[src/logic/fbm_pkg.sv]
package fbm_pkg;
    // ------------------------------------------------------------
    // operating modes latched at reset release
    // ------------------------------------------------------------
    typedef enum logic [2:0] {
        FBM_MODE_NORMAL = 3'b001,
        FBM_MODE_PROG = 3'b010,
        FBM_MODE_BAD = 3'b100
    } fbm_mode_t;

    // ------------------------------------------------------------
    // programming interface selection
    // ------------------------------------------------------------
    typedef enum logic [5:0] {
        FBM_IF_NONE = 6'b000001,
        FBM_IF_ASYNC = 6'b000010,
        FBM_IF_SERA = 6'b000100,
        FBM_IF_SERB = 6'b001000,
        FBM_IF_SERA_HS = 6'b010000,
        FBM_IF_SERB_HS = 6'b100000
    } fbm_if_t;

    localparam int FBM_PULSE_W = 4;
    localparam logic [3:0] FBM_PULSES_ASYNC = 4'h0;
    localparam logic [3:0] FBM_PULSES_SERA = 4'h8;
    localparam logic [3:0] FBM_PULSES_SERB = 4'h9;
    localparam logic [3:0] FBM_PULSES_SERA_HS = 4'hb;
    localparam logic [3:0] FBM_PULSES_SERB_HS = 4'hc;
    localparam logic [3:0] FBM_PULSES_MAX = 4'hc;

    // window after the last pulse before the count is taken, in us
    localparam int FBM_SETTLE_US = 100;
    localparam int FBM_CLK_MHZ = 10;
    localparam int FBM_SETTLE_CYC = FBM_SETTLE_US * FBM_CLK_MHZ;

    // ------------------------------------------------------------
    // flash mapping and vectors
    // ------------------------------------------------------------
    localparam int FBM_BLK_W = 8;
    localparam logic [7:0] FBM_SWAP_BIT = 8'h10;
    localparam logic [7:0] FBM_SWAP_LIMIT = 8'h20;
    localparam int FBM_ADDR_W = 32;
    localparam logic [31:0] FBM_RAM_BASE_DEF = 32'h03ff_0000;
    localparam logic [31:0] FBM_MI_OFFSET = 32'h0000_0004;
    localparam int FBM_FLASH_KB_DEF = 256;
    localparam int FBM_NOSWAP_KB = 32;
endpackage

[src/logic/fbm_boot_ctrl.sv]
`timescale 1ns/1ns
// Overview of operation
// - primary mode pin low at reset release selects normal run, secondary pin ignored.
// - primary high and secondary low enters programming; both high is prohibited.
// - in programming mode every pin not used by the programmer keeps its reset state.
// - async uses tx/rx, clocked modes use out/in/clock, handshake modes add one port pin.
// - a flash service interface lets code running from RAM erase and rewrite flash.
// - a boot swap exchanges blocks 0-15 with blocks 16-31, higher blocks unchanged.
// - parts with 16 KB or 32 KB of flash have no boot swap.
// - no instruction fetch from flash while self-programming runs.
// - during self-programming NMI vectors to RAM start and maskable interrupts to start+4.
// - pulses on the primary pin pick the interface: 0, 8, 9, 11, 12; others prohibited.
module fbm_boot_ctrl
    import fbm_pkg::*;
#(
    parameter int FLASH_KB = FBM_FLASH_KB_DEF,
    parameter logic [31:0] RAM_BASE = FBM_RAM_BASE_DEF,
    parameter int SETTLE_CYC = FBM_SETTLE_CYC
) (
    // clock and reset
    input wire logic ref_clk,
    input wire logic srst,
    // mode pins
    input wire logic modeSelectPrimary,
    input wire logic modeSelectSecondary,
    input wire logic debugResetIn,
    // self-programming service
    input wire logic selfProgStart,
    input wire logic selfProgEnd,
    input wire logic bootSwapReq,
    input wire logic [7:0] fetchBlock,
    // mode and pin-routing status
    output logic progMode,
    output logic normalMode,
    output logic modeError,
    output logic asyncPinsEn,
    output logic serialAPinsEn,
    output logic serialBPinsEn,
    output logic handshakePinEn,
    output logic pinsHoldReset,
    output logic ifSelected,
    output logic ifError,
    output logic debugResetFault,
    // flash mapping and fetch
    output logic selfProgBusy,
    output logic flashFetchBlock,
    output logic swapActive,
    output logic [7:0] physBlock,
    output logic [31:0] nmiVector,
    output logic [31:0] maskVector
);
    // ------------------------------------------------------------
    // synchronisers for external pins
    // ------------------------------------------------------------
    logic [2:0] syncA_r;
    logic [2:0] syncB_r;
    logic prevPrim_r;
    always_ff @(posedge ref_clk) begin
        syncA_r <= {debugResetIn, modeSelectSecondary, modeSelectPrimary};
        syncB_r <= syncA_r;
        prevPrim_r <= syncB_r[0];
    end
    wire logic primS = syncB_r[0];
    wire logic secS = syncB_r[1];
    wire logic drstS = syncB_r[2];

    // ------------------------------------------------------------
    // mode latch and interface selection
    // ------------------------------------------------------------
    localparam bit SWAP_OK = (FLASH_KB > FBM_NOSWAP_KB);

    fbm_mode_t mode_r, mode_nxt;
    fbm_if_t if_r, if_nxt;
    logic sampled_r, sampled_nxt;
    logic [3:0] pulses_r, pulses_nxt;
    logic [15:0] settle_r, settle_nxt;
    logic ifErr_r, ifErr_nxt;
    logic drstErr_r, drstErr_nxt;

    function automatic fbm_if_t decodeIf(input logic [3:0] n);
        case (n)
            FBM_PULSES_ASYNC: decodeIf = FBM_IF_ASYNC;
            FBM_PULSES_SERA: decodeIf = FBM_IF_SERA;
            FBM_PULSES_SERB: decodeIf = FBM_IF_SERB;
            FBM_PULSES_SERA_HS: decodeIf = FBM_IF_SERA_HS;
            FBM_PULSES_SERB_HS: decodeIf = FBM_IF_SERB_HS;
            default: decodeIf = FBM_IF_NONE;
        endcase
    endfunction

    always_comb begin
        mode_nxt = mode_r;
        if_nxt = if_r;
        sampled_nxt = 1'b1;
        pulses_nxt = pulses_r;
        settle_nxt = settle_r;
        ifErr_nxt = ifErr_r;
        drstErr_nxt = drstErr_r;
        // pins are taken on the first clock after reset release, from synchroniser values sampled while reset was still held
        if (!sampled_r) begin
            if (!primS) begin
                mode_nxt = FBM_MODE_NORMAL;
            end else if (!secS) begin
                mode_nxt = FBM_MODE_PROG;
            end else begin
                mode_nxt = FBM_MODE_BAD;
            end
        end
        if (mode_r == FBM_MODE_PROG && if_r == FBM_IF_NONE && !ifErr_r) begin
            if (primS && !prevPrim_r && sampled_r) begin
                settle_nxt = 16'h0000;
                if (pulses_r == FBM_PULSES_MAX) begin
                    ifErr_nxt = 1'b1;
                end else begin
                    pulses_nxt = pulses_r + 4'h1;
                end
            end else if (settle_r == 16'(SETTLE_CYC - 1)) begin
                if_nxt = decodeIf(pulses_r);
                ifErr_nxt = (decodeIf(pulses_r) == FBM_IF_NONE);
            end else begin
                settle_nxt = settle_r + 16'h0001;
            end
        end
        // a high debug reset during programming is reported, never obeyed
        if (mode_r == FBM_MODE_PROG && drstS) begin
            drstErr_nxt = 1'b1;
        end
    end

    always_ff @(posedge ref_clk) begin
        if (srst) begin
            mode_r <= FBM_MODE_NORMAL;
            if_r <= FBM_IF_NONE;
            sampled_r <= 1'b0;
            pulses_r <= 4'h0;
            settle_r <= 16'h0000;
            ifErr_r <= 1'b0;
            drstErr_r <= 1'b0;
        end else begin
            mode_r <= mode_nxt;
            if_r <= if_nxt;
            sampled_r <= sampled_nxt;
            pulses_r <= pulses_nxt;
            settle_r <= settle_nxt;
            ifErr_r <= ifErr_nxt;
            drstErr_r <= drstErr_nxt;
        end
    end

    // ------------------------------------------------------------
    // self-programming state and boot swap
    // ------------------------------------------------------------
    logic busy_r, busy_nxt;
    logic swap_r, swap_nxt;

    always_comb begin
        busy_nxt = busy_r;
        swap_nxt = swap_r;
        // self-programming only from normal run, code executing in RAM
        if (mode_r == FBM_MODE_NORMAL && sampled_r) begin
            if (selfProgStart) begin
                busy_nxt = 1'b1;
            end else if (selfProgEnd) begin
                busy_nxt = 1'b0;
            end
            if (busy_r && bootSwapReq && SWAP_OK) begin
                swap_nxt = !swap_r;
            end
        end
    end

    always_ff @(posedge ref_clk) begin
        if (srst) begin
            busy_r <= 1'b0;
            swap_r <= 1'b0;
        end else begin
            busy_r <= busy_nxt;
            swap_r <= swap_nxt;
        end
    end

    function automatic logic [7:0] mapBlock(input logic [7:0] b, input logic sw);
        // swap only touches the low 32 blocks
        if (sw && b < FBM_SWAP_LIMIT) begin
            mapBlock = b ^ FBM_SWAP_BIT;
        end else begin
            mapBlock = b;
        end
    endfunction

    // ------------------------------------------------------------
    // registered outputs
    // ------------------------------------------------------------
    always_ff @(posedge ref_clk) begin
        if (srst) begin
            progMode <= 1'b0;
            normalMode <= 1'b0;
            modeError <= 1'b0;
            asyncPinsEn <= 1'b0;
            serialAPinsEn <= 1'b0;
            serialBPinsEn <= 1'b0;
            handshakePinEn <= 1'b0;
            pinsHoldReset <= 1'b0;
            ifSelected <= 1'b0;
            ifError <= 1'b0;
            debugResetFault <= 1'b0;
            selfProgBusy <= 1'b0;
            flashFetchBlock <= 1'b0;
            swapActive <= 1'b0;
            physBlock <= 8'h00;
            nmiVector <= 32'h0000_0000;
            maskVector <= 32'h0000_0000;
        end else begin
            progMode <= (mode_r == FBM_MODE_PROG) && sampled_r;
            normalMode <= (mode_r == FBM_MODE_NORMAL) && sampled_r;
            modeError <= (mode_r == FBM_MODE_BAD) && sampled_r;
            asyncPinsEn <= (if_r == FBM_IF_ASYNC);
            serialAPinsEn <= (if_r == FBM_IF_SERA) || (if_r == FBM_IF_SERA_HS);
            serialBPinsEn <= (if_r == FBM_IF_SERB) || (if_r == FBM_IF_SERB_HS);
            handshakePinEn <= (if_r == FBM_IF_SERA_HS) || (if_r == FBM_IF_SERB_HS);
            pinsHoldReset <= (mode_r != FBM_MODE_NORMAL) && sampled_r;
            ifSelected <= (if_r != FBM_IF_NONE);
            ifError <= ifErr_r;
            debugResetFault <= drstErr_r;
            selfProgBusy <= busy_r;
            flashFetchBlock <= busy_r;
            swapActive <= swap_r;
            physBlock <= mapBlock(fetchBlock, swap_r);
            nmiVector <= RAM_BASE;
            maskVector <= RAM_BASE + FBM_MI_OFFSET;
        end
    end
endmodule // fbm_boot_ctrl

[config.mk]
export PLATFORM = sky130hd
export DESIGN_NAME = fbm_boot_ctrl
export DESIGN_NICKNAME = d
export VERILOG_FILES = /design/src/logic/fbm_pkg.sv /design/src/logic/fbm_boot_ctrl.sv
export SDC_FILE = /design/constraint.sdc
export NUM_CORES = 1
export LEC_CHECK = 0
export BUFFER_PORTS_ARGS = -buffer_cell sky130_fd_sc_hd__buf_2
export CORE_MARGIN = 2
export CORE_UTILIZATION = 45
export DETAILED_ROUTE_END_ITERATION = 8
export GPL_ROUTABILITY_DRIVEN = 0
export GPL_TIMING_DRIVEN = 0
export PLACE_DENSITY = 0.73
export RECOVER_POWER = 25
export SYNTH_ARGS = -nofsm -noshare
export SYNTH_HDL_FRONTEND = slang
export SYNTH_SLANG_ARGS = --single-unit
export TNS_END_PERCENT = 5
[constraint.sdc]
create_clock -name ref_clk -period 2.9 [get_ports ref_clk]
set_clock_uncertainty 0.15 [all_clocks]
set_input_delay 0.58 -clock ref_clk [delete_from_list [all_inputs] [get_ports ref_clk]]
set_output_delay 0.58 -clock ref_clk [all_outputs]
set_load 0.005 [all_outputs]
* Word level (Yosys, flattened, before mapping)
Index checks and enable logic that the tools add are counted.
** Storage, ports and cells
- Register bits after elaboration :: 126
- Word-level logic and storage cells :: 96
- Input port bits :: 16
- Output and inout bits :: 86
** Operators by class
- Multiplexer cells :: 17
- Order comparisons :: 1
- Eq/ne operators :: 19
- $add $sub $neg :: 2
- Reductions and logical operators :: 26
- Bitwise logic cells :: 3
** Operator list (number)
- two-way mux 26 bit :: 2
- two-way mux 16 bit :: 2
- one-hot mux 6 bit (5 select lines) :: 1
- two-way mux 6 bit :: 3
- adder 16 x 1 -> 16 bit (second input constant) :: 1
- equality test 16 x 10 -> 1 bit (second input constant) :: 1
- equality test 4 bit (second input constant) :: 4
- equality test 6 x 1 -> 1 bit (second input constant) :: 2
- logical AND 1 bit :: 11
- AND reduction 3 bit :: 3
- < comparator 8 x 6 -> 1 bit (second input constant) :: 1
- equality test 6 x 2 -> 1 bit (second input constant) :: 1
- equality test 6 x 3 -> 1 bit (second input constant) :: 1
- equality test 6 x 4 -> 1 bit (second input constant) :: 1
- equality test 6 x 5 -> 1 bit (second input constant) :: 1
- equality test 6 bit (second input constant) :: 1
- two-way mux 1 bit :: 6
- two-way mux 3 bit :: 2
- inequality test 6 x 1 -> 1 bit (second input constant) :: 1
- AND reduction 2 bit :: 3
- two-way mux 5 bit :: 1
- adder 4 x 1 -> 4 bit (second input constant) :: 1
- zero test 4 bit :: 1
- nonzero test 2 bit :: 2
- 9 further kinds :: 15

* Depth between registers and ports, before layout
Gate-level depths: netlist of the first run.
- Depth in word-level cells :: 8
- Gate-level depth with buffers :: 8
- Gate-level depth less buffers :: 7

* Least setup slack after synthesis of the first run
OpenSTA, ideal clock, no wires.
- Path type :: register to register
- From :: register, netlist name maskVector[24]
- To :: register settle_r[5]
- Clock period less this slack :: 2.045 ns
- Path buffers :: 1
- Data arrival time :: 1.825 ns
- Path slack :: 0.855 ns
- Cell stages (with the launch flop) :: 7
- Setup time :: 0.070 ns
- Cells stage by stage :: dfxtp_1 -> buf_2 -> nand3b_1 -> nand4b_1 -> o21ai_4 -> or3_1 -> a21oi_1
** RTL lines
- end signal: assignment :: RTL line fbm_boot_ctrl.sv:144 : settle_r <= settle_nxt;
- end: declaration :: RTL line fbm_boot_ctrl.sv:76 : logic [15:0] settle_r, settle_nxt;

==> metrics.log, run 1 <==
INFO  metric static-leakage-power = around 0.0017 uW
INFO  metric fin_hold_ws = 0.1775 ns
INFO  metric drtIter0Drc = 71
INFO  metric antenna_left = 0
INFO  metric crit_path_end_kind = register
INFO  metric fin_setup_tns = 0 ns
INFO  metric clk_latency = 0.33 ns
INFO  metric cell_type_with_the_largest_total_area_after_synthesis = sky130_fd_sc_hd__dfxtp_1
INFO  metric synthesis_warnings = 0
INFO  metric port_buffers = 58
INFO  metric maxClockFrequency = 409.6 MHz
INFO  metric net-switching-power = 388.1 uW
INFO  metric outcome = complete, no violations
INFO  metric worst_ep_arrival_time = 2.55 ns
INFO  metric area_delta_synth_final = 24.55%
INFO  metric crit_path_end = settle_r[12]$_SDFFE_PP0P_
INFO  metric start_util = 46.20%
INFO  metric drt_pre_antenna_iters = 4
INFO  metric synth_top_area_share = a little over two fifths
INFO  metric design.die.area = 7103 um^2
INFO  metric pre_cts_ws = 0.4811 ns
INFO  metric timing.reg2reg.worst_path_depth = 6
INFO  metric crit_path_cell_trace = buf_2 -> nand3b_1 -> nand4_1 -> o211ai_4 -> or3_1 -> a21oi_1
INFO  metric synth_seq_area_share = 42.80%
INFO  metric cts_hold_buf = 0
INFO  metric yosysMostFrequentCell = sky130_fd_sc_hd__buf_4
INFO  metric final_period_minus_worst_setup_slack = 2.442 ns
INFO  metric drt-vias-per-instance = 4.480
INFO  metric crit_path_start_kind = register
INFO  metric cts_buffer_depth = 2
INFO  metric rsz0062_at_grt = false
INFO  metric h-tree-depth = 3
INFO  metric final.setup.worst_slack = 0.4584 ns
INFO  metric dominantRegCellSynth = sky130_fd_sc_hd__dfxtp_1
INFO  metric switching_share = 23.10%
INFO  metric synthTopCellsByArea = sky130_fd_sc_hd__dfxtp_1 (43%), sky130_fd_sc_hd__buf_4 (17%), sky130_fd_sc_hd__nor2_1 (3.4%)
INFO  metric relSlewSlack = 56.63%
INFO  metric maxCapViolations = 0
INFO  metric yosys-top-cells-count = sky130_fd_sc_hd__buf_4 (67), sky130_fd_sc_hd__dfxtp_1 (62), sky130_fd_sc_hd__nor2_1 (26)
INFO  metric worstReg2RegEnd = settle_r[12]$_SDFFE_PP0P_
INFO  metric timing.final.setup_violations = 0
INFO  metric worst-endpoint-required = 3.01 ns
INFO  metric syn_area_cell = approximately 9 um^2
INFO  metric grt_start_max_net_pins = 23
INFO  metric floorplan.die.width = 84.28 um
INFO  metric fin_nets = 444
INFO  metric synth-edff-count = 0
INFO  metric maximum_fanout_count_along_the_critical_path = 22
INFO  metric numCtsBuffers = 9
INFO  metric gr-total-overflow = 0
INFO  metric count_of_pins_over_their_slew_limit = 0
INFO  metric clk_pin_slew = 0.07 ns
INFO  metric post_cts.repair.setup_buffers = 0
INFO  metric cts_tree = yes
INFO  metric design.portCount = 102
INFO  metric timing.final.hold_violations = 0
INFO  metric cell_variety_after_synth = 46
INFO  metric post_route_cells_drive_above_1_share = about a third
INFO  metric grt_pass1_wl = 9059 um
INFO  metric hold_path.class = register to register
INFO  metric post-place-cells = 490
INFO  metric total_of_flip_flops_plus_latches_after_synthesis = 62
INFO  metric die_height = 84.28 um
INFO  metric antenna_found_initial = 0
INFO  metric crit_reg_reg_startpoint = maskVector[24]$_DFF_P_
INFO  metric core.rowCount = 29
INFO  metric synthCells = 313
INFO  metric crit_start = maskVector[24]$_DFF_P_
INFO  metric core-area = between 6000 and 7000 um^2
INFO  metric vdd.ir_drop.worst = 0.2788 mV
INFO  metric clock-root-buffer = sky130_fd_sc_hd__clkbuf_8
INFO  metric grt_pass1_vias = 2,067
INFO  metric pwr-share-clk = 38.5%
INFO  metric drc_errors = 0
INFO  metric grt_usage = 15.83%
INFO  metric netlist_area = 2900 um^2
INFO  metric ys_async_sr_fraction = 0%
INFO  metric finalWirelength = 5263 um
INFO  metric cts_repair_resized_insts = 0
INFO  metric dpl.hpwl = roughly 3900 um
INFO  metric post-route-period-util = ~84%
INFO  metric worst-r2r-setup-slack = 0.46 ns
INFO  metric power_report.internal_total = 1292 uW
INFO  metric sequentialPowerShare = 52.4%
INFO  metric worst_path_max_delay_cell = sky130_fd_sc_hd__dfxtp_1
INFO  metric cts_sinks = between 60 and 70
INFO  metric crit_type = register to register
INFO  metric dr_total_vias = 2,267
INFO  metric average_routed_wire_per_standard_cell = between 10 and 15 um
INFO  metric diodes = 0
INFO  metric tightest_slew = 0.6496 ns
INFO  metric layoutNonFillerInstCount = roughly 500
INFO  metric crit_path_max_incr_delay = 0.74 ns
INFO  metric power-per-cell-area = approximately 470 nW/um^2
INFO  metric combinationalPowerShare = 9.1%
through the flow:
stage	total power, uW	cell area [um^2]	util, %
2_1_floorplan	1007	3058	-
3_3_place_gp	1048	3445	54.87
3_5_place_dp	1051	3445	54.87
4_1_cts	1701	3613	57.56
5_1_grt	1753	3612	57.54
6_report	1680	3612	57.54
worst min-delay path by stage:
stage / startpoint / to / slack (ns) / cells after the start
after floorplan: syncA_r[0]$_DFF_P_ / syncB_r[0]$_DFF_P_ / 0.16 / 0
after global placement: syncA_r[0]$_DFF_P_ / syncB_r[0]$_DFF_P_ / 0.16 / 0
after detailed placement: syncA_r[0]$_DFF_P_ / syncB_r[0]$_DFF_P_ / 0.16 / 0
after CTS: modeSelectPrimary / syncA_r[0]$_DFF_P_ / 0.18 / 1
after global routing: modeSelectPrimary / syncA_r[0]$_DFF_P_ / 0.18 / 1
final: syncA_r[0]$_DFF_P_ / syncB_r[0]$_DFF_P_ / 0.18 / 0
worst max-delay path, delay by kind of cell (launching register included):
| family | cells | cell delay (ns) |
|---|---|---|
| and+or+nand+nor | 3 | 0.88 |
| DFF | 1 | 0.74 |
| buffers and inverters | 1 | 0.31 |
| AOI/OAI and AO/OA | 2 | 0.28 |
cells by family (layout without fill, tap and decap cells):
family	after synthesis	in the layout	synth area share (%)
AOI/OAI and AO/OA	37	37	8.887
xor gates and xnor gates	16	16	4.832
adders and majority gates	4	4	1.726
buffers and inverters	87	161	20.28
DFF	62	62	42.80
muxes	1	1	0.3451
other	1	43	0.1293
and+or+nand+nor	105	105	21.01
power by group through the flow:
| stage | Clock, uW | Sequential [uW] | Combinational (uW) |
|---|---|---|---|
| after floorplan | 0 | 899 | 108 |
| after global placement | 0 | 899 | 149 |
| after detailed placement | 0 | 900 | 151 |
| after CTS | 669 | 881 | 151 |
| after global routing | 700 | 883 | 169 |
| final | 647 | 881 | 152 |
layout make-up:
type,count,area [um^2]
plain buffers,75,543.0
clock buffers,13,148.9
clock inverters,3,20.02
fillers,582,2665
inverters,12,45.04
multi-input cells,206,1229
flip-flops and latches,62,1241
well taps,77,96.34
repair buffers,58,289.0
state kept, by name, summed over array words and instances, names as in the netlist, 3 cells and up:
register and cells:
pulses_r 4, syncA_r 3, mode_r 3, settle_r 16, physBlock 8, syncB_r 3, if_r 6
metal layers:
metal / wire length (um) / share of wire [%] / global-route usage [%] / vias up
li1: - / - / - / 1184
met1: 2328 / 44 / 18.76 / 989
met2: 2398 / 46 / 25.04 / 85
met3: 424 / 8.1 / 4.523 / 9
met4: 111 / 2.1 / 10.26 / 0
met5: 0 / 0 / 0 / -
cells in the final DEF (no fill, tap or decap), drive strengths merged, types with 2 or more instances in the layout:
cell type	count
o21ai	9
nor3	4
a21oi	11
xor2	9
conb	43
and3	4
nor2	26
nand4	8
nand4b	3
or2	2
buf	127
clkinvlp	2
o2111ai	2
xnor2	7
or3	7
o21a	2
inv	12
nor2b	12
o2bb2ai	2
nand3	10
and4	3
nor4b	3
nor4	7
a31oi	2
dfxtp	62
clkbuf	19
nand2	12
ha	4
a22oi	3
Power figures use the tool's default switching activity.
==> inputs of run 2 (changes only) <==
--- a/config.mk
+++ b/config.mk
@@ -11,7 +11,7 @@
 export DETAILED_ROUTE_END_ITERATION = 8
 export GPL_ROUTABILITY_DRIVEN = 0
 export GPL_TIMING_DRIVEN = 0
-export PLACE_DENSITY = 0.73
+export PLACE_DENSITY = 0.76
 export RECOVER_POWER = 25
 export SYNTH_ARGS = -nofsm -noshare
 export SYNTH_HDL_FRONTEND = slang
==> constraint.sdc (replaced) <==
create_clock -name ref_clk -period 2.2 [get_ports ref_clk]
set_clock_uncertainty 0.15 [all_clocks]
set_input_delay 0.44 -clock ref_clk [delete_from_list [all_inputs] [get_ports ref_clk]]
set_output_delay 0.44 -clock ref_clk [all_outputs]
set_load 0.005 [all_outputs]
==> metrics.log, run 2 (synthesis gave the netlist of run 1 again) <==
INFO  metric outcome = complete, no violations
INFO  metric power-per-cell-area = 646.2 nW/um^2 (+39%)
INFO  metric worstReg2RegEnd = settle_r[13]$_SDFFE_PP0P_
INFO  metric combinationalPowerShare = 8.6% (-0.5 points)
INFO  metric start_util = 46.20% (unchanged)
INFO  metric grt_start_max_net_pins = 23 (unchanged)
INFO  metric max_reg_flops = 16 (unchanged)
INFO  metric grt_pass1_wl = 8542 um (-5.7%)
INFO  metric floorplan.die.width = 84.28 um (unchanged)
INFO  metric port_buffers = 58 (unchanged)
INFO  metric rsz0062_at_grt = false
INFO  metric cts_tree = yes
INFO  metric regMostFlops = settle_r
INFO  metric power_report.internal_total = 1843 uW (+43%)
INFO  metric dr_total_vias = 2,267 (unchanged)
INFO  metric maxClockFrequency = 500.3 MHz (+22%)
INFO  metric core-area = 6277 um^2 (unchanged)
INFO  metric worst-r2r-setup-slack = 0.20 ns (-0.26 ns)
INFO  metric timing.hold.worst_path_depth = 1 (+1)
INFO  metric crit_reg_reg_startpoint = maskVector[24]$_DFF_P_
INFO  metric core.rowCount = 29 (unchanged)
INFO  metric cts_hold_buf = 0 (unchanged)
INFO  metric die_height = 84.28 um (unchanged)
INFO  metric timing.final.setup_violations = 0 (unchanged)
INFO  metric net-switching-power = 517.4 uW (+33%)
INFO  metric post-route-period-util = 90.85% (+6.7 points)
INFO  metric post_route_cells_drive_above_1_share = 34.97% (+0.70 points)
INFO  metric drtIter0Drc = 125 (+76%)
INFO  metric maxCapViolations = 0 (unchanged)
INFO  metric clock-root-buffer = sky130_fd_sc_hd__clkbuf_8
INFO  metric mostFrequentLayoutCells = sky130_fd_sc_hd__buf_4 (68), sky130_fd_sc_hd__dfxtp_1 (61), sky130_fd_sc_hd__buf_2 (59)
INFO  metric totalPowerFinal = 2361 uW (+40%)
INFO  metric switching_share = 21.92% (-1.2 points)
INFO  metric cts_buffer_depth = 2 (unchanged)
INFO  metric leading_cell_type_in_the_layout_fill_and_taps_excluded = sky130_fd_sc_hd__buf_4
INFO  metric filler_cell_count = 561 (-3.6%)
INFO  metric relSlewSlack = 64.11% (+7.5 points)
INFO  metric crit_path_end_kind = register
INFO  metric crit_path_start_kind = register
INFO  metric clk_pin_slew = 0.06 ns (about the same)
INFO  metric antenna_left = 0 (unchanged)
INFO  metric maximum_fanout_count_along_the_critical_path = 22 (unchanged)
INFO  metric dpl.hpwl = 3960 um (+0.61%)
INFO  metric static-leakage-power = 0.001717 uW (+1.6%)
INFO  metric postLayoutCoreUtil = 58.20% (+0.66 points)
INFO  metric antenna_found_initial = 0 (unchanged)
INFO  metric grt_usage = 15.13% (-0.69 points)
INFO  metric drt-vias-per-instance = 4.480 (unchanged)
INFO  metric count_of_pins_over_their_slew_limit = 0 (unchanged)
INFO  metric finalWirelength = 5318 um (+1.0%)
INFO  metric pwr-share-clk = 42.3% (+3.8 points)
INFO  metric cts_sinks = 62 (unchanged)
INFO  metric hold_path_startpoint = modeSelectSecondary
INFO  metric sequentialPowerShare = 49.2% (-3.2 points)
INFO  metric design.portCount = 102 (unchanged)
INFO  metric numCtsBuffers = 9 (unchanged)
INFO  metric top_regs = settle_r x16, physBlock x8, if_r x6
INFO  metric timing.reg2reg.worst_path_depth = 6 (unchanged)
INFO  metric average_routed_wire_per_standard_cell = 10.51 um (+1.0%)
INFO  metric drt_pre_antenna_iters = 4 (unchanged)
INFO  metric final_period_minus_worst_setup_slack = 1.999 ns (-0.4429 ns)
INFO  metric fin_nets = 445 (+0.23%)
INFO  metric grt_pass1_vias = 1,947 (-5.8%)
INFO  metric gr-total-overflow = 0 (unchanged)
INFO  metric worst-endpoint-required = 2.28 ns (-0.73 ns)
INFO  metric diodes = 0 (unchanged)
INFO  metric tightest_slew = 0.5383 ns (-0.1113 ns)
INFO  metric clk_latency = 0.35 ns (+0.02 ns)
INFO  metric area_delta_synth_final = 25.97%
INFO  metric worst_ep_arrival_time = 2.08 ns (-0.47 ns)
INFO  metric hold_path.class = primary input to register
INFO  metric crit_type = register to register
INFO  metric design.die.area = 7103 um^2 (unchanged)
INFO  metric holdPathEnd = syncA_r[1]$_DFF_P_
INFO  metric timing.final.hold_violations = 0 (unchanged)
INFO  metric h-tree-depth = 3 (unchanged)
INFO  metric drc_errors = 0 (unchanged)
INFO  metric vdd.ir_drop.worst = 0.3904 mV (+40%)
[run 2: what timing repair did]
| item | in CTS | in global routing |
|---|---|---|
| gates resized for setup | 2 | 0 |
| pin swaps | 0 | 1 |
| gates cloned | 0 | 0 |
| endpoints found under the setup margin | 24 | 9 |
| buffers inserted | 0 | 1 |
[run 2: through the flow]
step	hold WS [ns]	setup slack [ns]	TNS [ns]	instances	area (um^2)
floorplan	0.1596	0.1549	0	355	3058
global placement	0.1603	-0.1455	-1.100	490	3445
detailed placement	0.1691	-0.2304	-3.139	490	3445
CTS	0.02823	0.08836	0	505	3647
global route	0.02852	0.002365	0	506	3654
finish	0.04421	0.2013	0	506	3654
[run 2: area by class of cell]
class                      count  area, um^2  share of cell area [%]
clock inverter                 3       43.79                   1.199
sequential                    62        1245                   34.08
buffer                        75       543.0                   14.86
inverter                      12       45.04                   1.233
clock buffer                  12       155.1                   4.247
multi-input combinational    206        1229                   33.63
timing repair buffer          59       296.5                   8.116
tap                           77       96.34                   2.637
[run 2: per-layer routing]
layer  vias to the layer above  global-route usage, %  routed length [um]
met2                        82                  24.03                2411
li1                       1185                      -                   -
met3                        12                  4.228                 378
met4                         0                  10.26                 148
met1                       988                  17.73                2380
met5                         -                      0                   0
[run 2: worst max-delay path: stages, from the launching register on]
cell and delay [ns]:
sky130_fd_sc_hd__dfxtp_4 0.47, sky130_fd_sc_hd__buf_2 0.24, sky130_fd_sc_hd__nand3b_1 0.18, sky130_fd_sc_hd__buf_4 0.20, sky130_fd_sc_hd__o21ai_1 0.28, sky130_fd_sc_hd__buf_2 0.28
sky130_fd_sc_hd__nor2_1 0.07
[run 2: worst max path at each step]
stage	startpoint	slack, ns	depth (start not counted)	endpoint
5_1_grt	maskVector[24]$_DFF_P_	0.002	6	pulses_r[1]$_SDFFE_PP0P_
6_report	maskVector[24]$_DFF_P_	0.20	6	settle_r[13]$_SDFFE_PP0P_
3_5_place_dp	maskVector[24]$_DFF_P_	-0.23	6	settle_r[5]$_SDFFE_PP0P_
4_1_cts	maskVector[24]$_DFF_P_	0.09	6	if_r[1]$_SDFFE_PP0P_
2_1_floorplan	maskVector[24]$_DFF_P_	0.15	6	settle_r[5]$_SDFFE_PP0P_
3_3_place_gp	maskVector[24]$_DFF_P_	-0.15	6	settle_r[5]$_SDFFE_PP0P_
[run 2: power groups by stage]
stage	sequential, uW	clock, uW	combinational (uW)
after floorplan	1180	0	143
after CTS	1160	1030	200
final	1160	998	202
after detailed placement	1190	0	200
after global placement	1180	0	197
after global routing	1160	1080	221
==> inputs of run 3 (changes only) <==
==> constraint.sdc (replaced) <==
create_clock -name ref_clk -period 1.8 [get_ports ref_clk]
set_clock_uncertainty 0.15 [all_clocks]
set_input_delay 0.36 -clock ref_clk [delete_from_list [all_inputs] [get_ports ref_clk]]
set_output_delay 0.36 -clock ref_clk [all_outputs]
set_load 0.005 [all_outputs]
==> metrics.log, run 3 (synthesis gave the netlist of run 1 again) <==
INFO  metric outcome = complete, but fails checks
INFO  metric violations = negative setup slack
INFO  metric clk_latency = 0.33 ns (-0.02 ns)
INFO  metric crit_buf_inv = 4 (+1)
INFO  metric crit_path_end_kind = register
INFO  metric h-tree-depth = 3 (unchanged)
INFO  metric core.rowCount = 29 (unchanged)
INFO  metric cts_sinks = 62 (unchanged)
INFO  metric regMostFlops = settle_r
INFO  metric crit_path_max_incr_delay = 0.36 ns (-0.11 ns)
INFO  metric drc_errors = 0 (unchanged)
INFO  metric tightest_slew = 0.5420 ns (+0.003743 ns)
INFO  metric maxCapViolations = 0 (unchanged)
INFO  metric grt_usage = 15.37% (+0.24 points)
INFO  metric pwr-share-clk = 45.5% (+3.2 points)
INFO  metric crit_path_start_kind = register
INFO  metric antenna_left = 0 (unchanged)
INFO  metric die_height = 84.28 um (unchanged)
INFO  metric count_of_pins_over_their_slew_limit = 0 (unchanged)
INFO  metric timing.hold.worst_path_depth = 2 (+1)
INFO  metric design.die.area = 7103 um^2 (unchanged)
INFO  metric fin_nets = 462 (+3.8%)
INFO  metric clk_pin_slew = 0.07 ns (about the same)
INFO  metric timing.reg2reg.worst_path_depth = 8 (+2)
INFO  metric top_regs = settle_r x16, physBlock x8, if_r x6
INFO  metric mostFrequentLayoutCells = sky130_fd_sc_hd__buf_4 (79), sky130_fd_sc_hd__buf_2 (57), sky130_fd_sc_hd__dfxtp_1 (50)
INFO  metric max_reg_flops = 16 (unchanged)
INFO  metric grt_pass1_wl = 8769 um (+2.7%)
INFO  metric antenna_found_initial = 0 (unchanged)
INFO  metric finalWirelength = 5861 um (+10%)
INFO  metric drtIter0Drc = 147 (+18%)
INFO  metric maxClockFrequency = 536.2 MHz (+7.2%)
INFO  metric crit_path_cell_trace = nor4_4 -> and4_1 -> buf_6 -> buf_8 -> buf_6 -> buf_4 -> a21oi_1 -> o21a_1
INFO  metric cts_buffer_depth = 2 (unchanged)
INFO  metric worst_path_max_delay_cell = sky130_fd_sc_hd__dfxtp_4
INFO  metric m1_gr_usage = 17.83% (+0.10 points)
INFO  metric post-route-period-util = 103.6% (+13 points)
INFO  metric rsz0062_at_grt = true
INFO  metric power_report.internal_total = 2407 uW (+31%)
INFO  metric filler_cell_count = 508 (-9.4%)
INFO  metric worst_ep_arrival_time = 1.95 ns (-0.13 ns)
INFO  metric core-area = 6277 um^2 (unchanged)
INFO  metric numCtsBuffers = 9 (unchanged)
INFO  metric postLayoutCoreUtil = 63.07% (+4.9 points)
INFO  metric fin_hold_ws = 0.07870 ns (+0.03449 ns)
INFO  metric sequentialPowerShare = 46.0% (-3.2 points)
INFO  metric clock-root-buffer = sky130_fd_sc_hd__clkbuf_8
INFO  metric post_route_cells_drive_above_1_share = 41.83% (+6.9 points)
INFO  metric design.portCount = 102 (unchanged)
INFO  metric static-leakage-power = 0.001822 uW (+6.1%)
INFO  metric combinationalPowerShare = 8.5% (about the same)
INFO  metric globalRouteMet2Util = 25.47% (+1.4 points)
INFO  metric final_period_minus_worst_setup_slack = 1.865 ns (-0.1336 ns)
INFO  metric crit_type = register to register
INFO  metric cp_num_cells = 8 (+2)
INFO  metric crit_top_cell = sky130_fd_sc_hd__buf_6
INFO  metric crit_start = if_r[5]$_SDFFE_PP0P_
INFO  metric start_util = 46.20% (unchanged)
INFO  metric area_delta_synth_final = 36.50%
INFO  metric dpl.hpwl = 3973 um (+0.31%)
INFO  metric diodes = 0 (unchanged)
INFO  metric crit_reg_reg_startpoint = if_r[5]$_SDFFE_PP0P_
INFO  metric hold_path.class = primary input to register
INFO  metric grt_start_max_net_pins = 32 (+39%)
INFO  metric worst-r2r-setup-slack = -0.07 ns (-0.27 ns)
INFO  metric globalRoute.busiestLayer = met2
INFO  metric use_met3 = 4.621% (+0.39 points)
INFO  metric drt_pre_antenna_iters = 4 (unchanged)
INFO  metric drt-vias-per-instance = 4.576 (+2.1%)
INFO  metric relSlewSlack = 63.86% (-0.25 points)
INFO  metric totalPowerFinal = 3081 uW (+31%)
INFO  metric timing.final.setup_violations = 13 (+13)
INFO  metric gr-total-overflow = 0 (unchanged)
INFO  metric vdd.ir_drop.worst = 0.5031 mV (+29%)
INFO  metric power-per-cell-area = 778.3 nW/um^2 (+20%)
INFO  metric dr_total_vias = 2,398 (+5.8%)
INFO  metric critical-path-top-delay-family = simple AND/OR/NAND/NOR gates
INFO  metric average_routed_wire_per_standard_cell = 11.19 um (+6.4%)
INFO  metric timing.final.hold_violations = 0 (unchanged)
INFO  metric maximum_fanout_count_along_the_critical_path = 6 (-73%)
INFO  metric cts_tree = yes
INFO  metric worst-endpoint-required = 1.88 ns (-0.40 ns)
INFO  metric floorplan.die.width = 84.28 um (unchanged)
INFO  metric net-switching-power = 674.1 uW (+30%)
INFO  metric grt_pass1_vias = 1,982 (+1.8%)
INFO  metric switching_share = 21.88% (-0.039 points)
INFO  metric worstReg2RegEnd = settle_r[3]$_SDFFE_PP0P_
INFO  metric final.setup.worst_slack = -0.06512 ns (-0.2664 ns)
INFO  metric crit_path_end = settle_r[3]$_SDFFE_PP0P_
INFO  metric port_buffers = 58 (unchanged)
INFO  metric leading_cell_type_in_the_layout_fill_and_taps_excluded = sky130_fd_sc_hd__buf_4
==> run 3: cell count changes in the layout (fill, tap and decap cells not counted), moves of 3 or more <==
| cell | previous run | this run |
|---|---|---|
| sky130_fd_sc_hd__dfxtp_1 | 61 | 50 |
| sky130_fd_sc_hd__buf_6 | 1 | 5 |
| sky130_fd_sc_hd__buf_4 | 68 | 79 |
| sky130_fd_sc_hd__dfxtp_2 | 0 | 8 |
| sky130_fd_sc_hd__dfxtp_4 | 1 | 4 |
| sky130_fd_sc_hd__dlygate4sd3_1 | 0 | 3 |
==> run 3: layer usage <==
metal	vias to the layer above	routed length (um)
li1	1217	-
met1	1075	2344
met2	95	2955
met3	11	473
met4	0	86
met5	-	0
==> run 3: worst min path at each step <==
stage | slack [ns] | end | start
global route | 0.08 | physBlock[3]$_SDFF_PP0_ | fetchBlock[3]
finish | 0.08 | physBlock[2]$_SDFF_PP0_ | fetchBlock[2]
global placement | 0.16 | syncB_r[0]$_DFF_P_ | syncA_r[0]$_DFF_P_
floorplan | 0.16 | syncB_r[0]$_DFF_P_ | syncA_r[0]$_DFF_P_
detailed placement | 0.16 | syncB_r[0]$_DFF_P_ | syncA_r[0]$_DFF_P_
CTS | 0.08 | physBlock[2]$_SDFF_PP0_ | fetchBlock[2]
==> run 3: timing repair <==
item,in CTS,in global routing
setup buffers,8,8
endpoints found under the setup margin,27,27
pin swaps,14,18
endpoints found under the hold margin,3,0
resized for setup,15,24
hold buffers,3,0
==> run 3: metrics by stage <==
| step | std cells | area [um^2] | worst slack (ns) | TNS, ns |
|---|---|---|---|---|
| 4_1_cts | 516 | 3810 | -0.03042 | -0.1238 |
| 5_1_grt | 524 | 3959 | -0.1753 | -2.918 |
| 2_1_floorplan | 355 | 3062 | 0.02490 | 0 |
| 3_3_place_gp | 490 | 3448 | -0.2717 | -3.791 |
| 6_report | 524 | 3959 | -0.06512 | -0.4218 |
| 3_5_place_dp | 490 | 3448 | -0.3000 | -5.157 |
==> run 3: final cells by class <==
| cell class | count | area [um^2] | area share, % |
|---|---|---|---|
| buffer | 74 | 551.8 | 13.94 |
| timing repair buffer | 77 | 450.4 | 11.38 |
| clock inverter | 5 | 81.33 | 2.054 |
| tap | 77 | 96.34 | 2.434 |
| sequential | 62 | 1266 | 31.98 |
| inverter | 12 | 45.04 | 1.138 |
| multi-input combinational | 206 | 1316 | 33.25 |
| clock buffer | 11 | 151.4 | 3.824 |
==> run 3: worst register-to-register path, cell delays in order (launching register included) <==
cell	delay, ns
sky130_fd_sc_hd__dfxtp_4	0.36
sky130_fd_sc_hd__nor4_4	0.32
sky130_fd_sc_hd__and4_1	0.25
sky130_fd_sc_hd__buf_6	0.14
sky130_fd_sc_hd__buf_8	0.13
sky130_fd_sc_hd__buf_6	0.12
sky130_fd_sc_hd__buf_4	0.11
sky130_fd_sc_hd__a21oi_1	0.05
sky130_fd_sc_hd__o21a_1	0.13
==> run 3: power groups by stage <==
stage	Clock, uW	Combinational, uW	Sequential, uW
after floorplan	0	174	1450
after global placement	0	239	1450
after detailed placement	0	244	1450
after CTS	1420	253	1420
after global routing	1490	288	1420
final	1400	262	1420
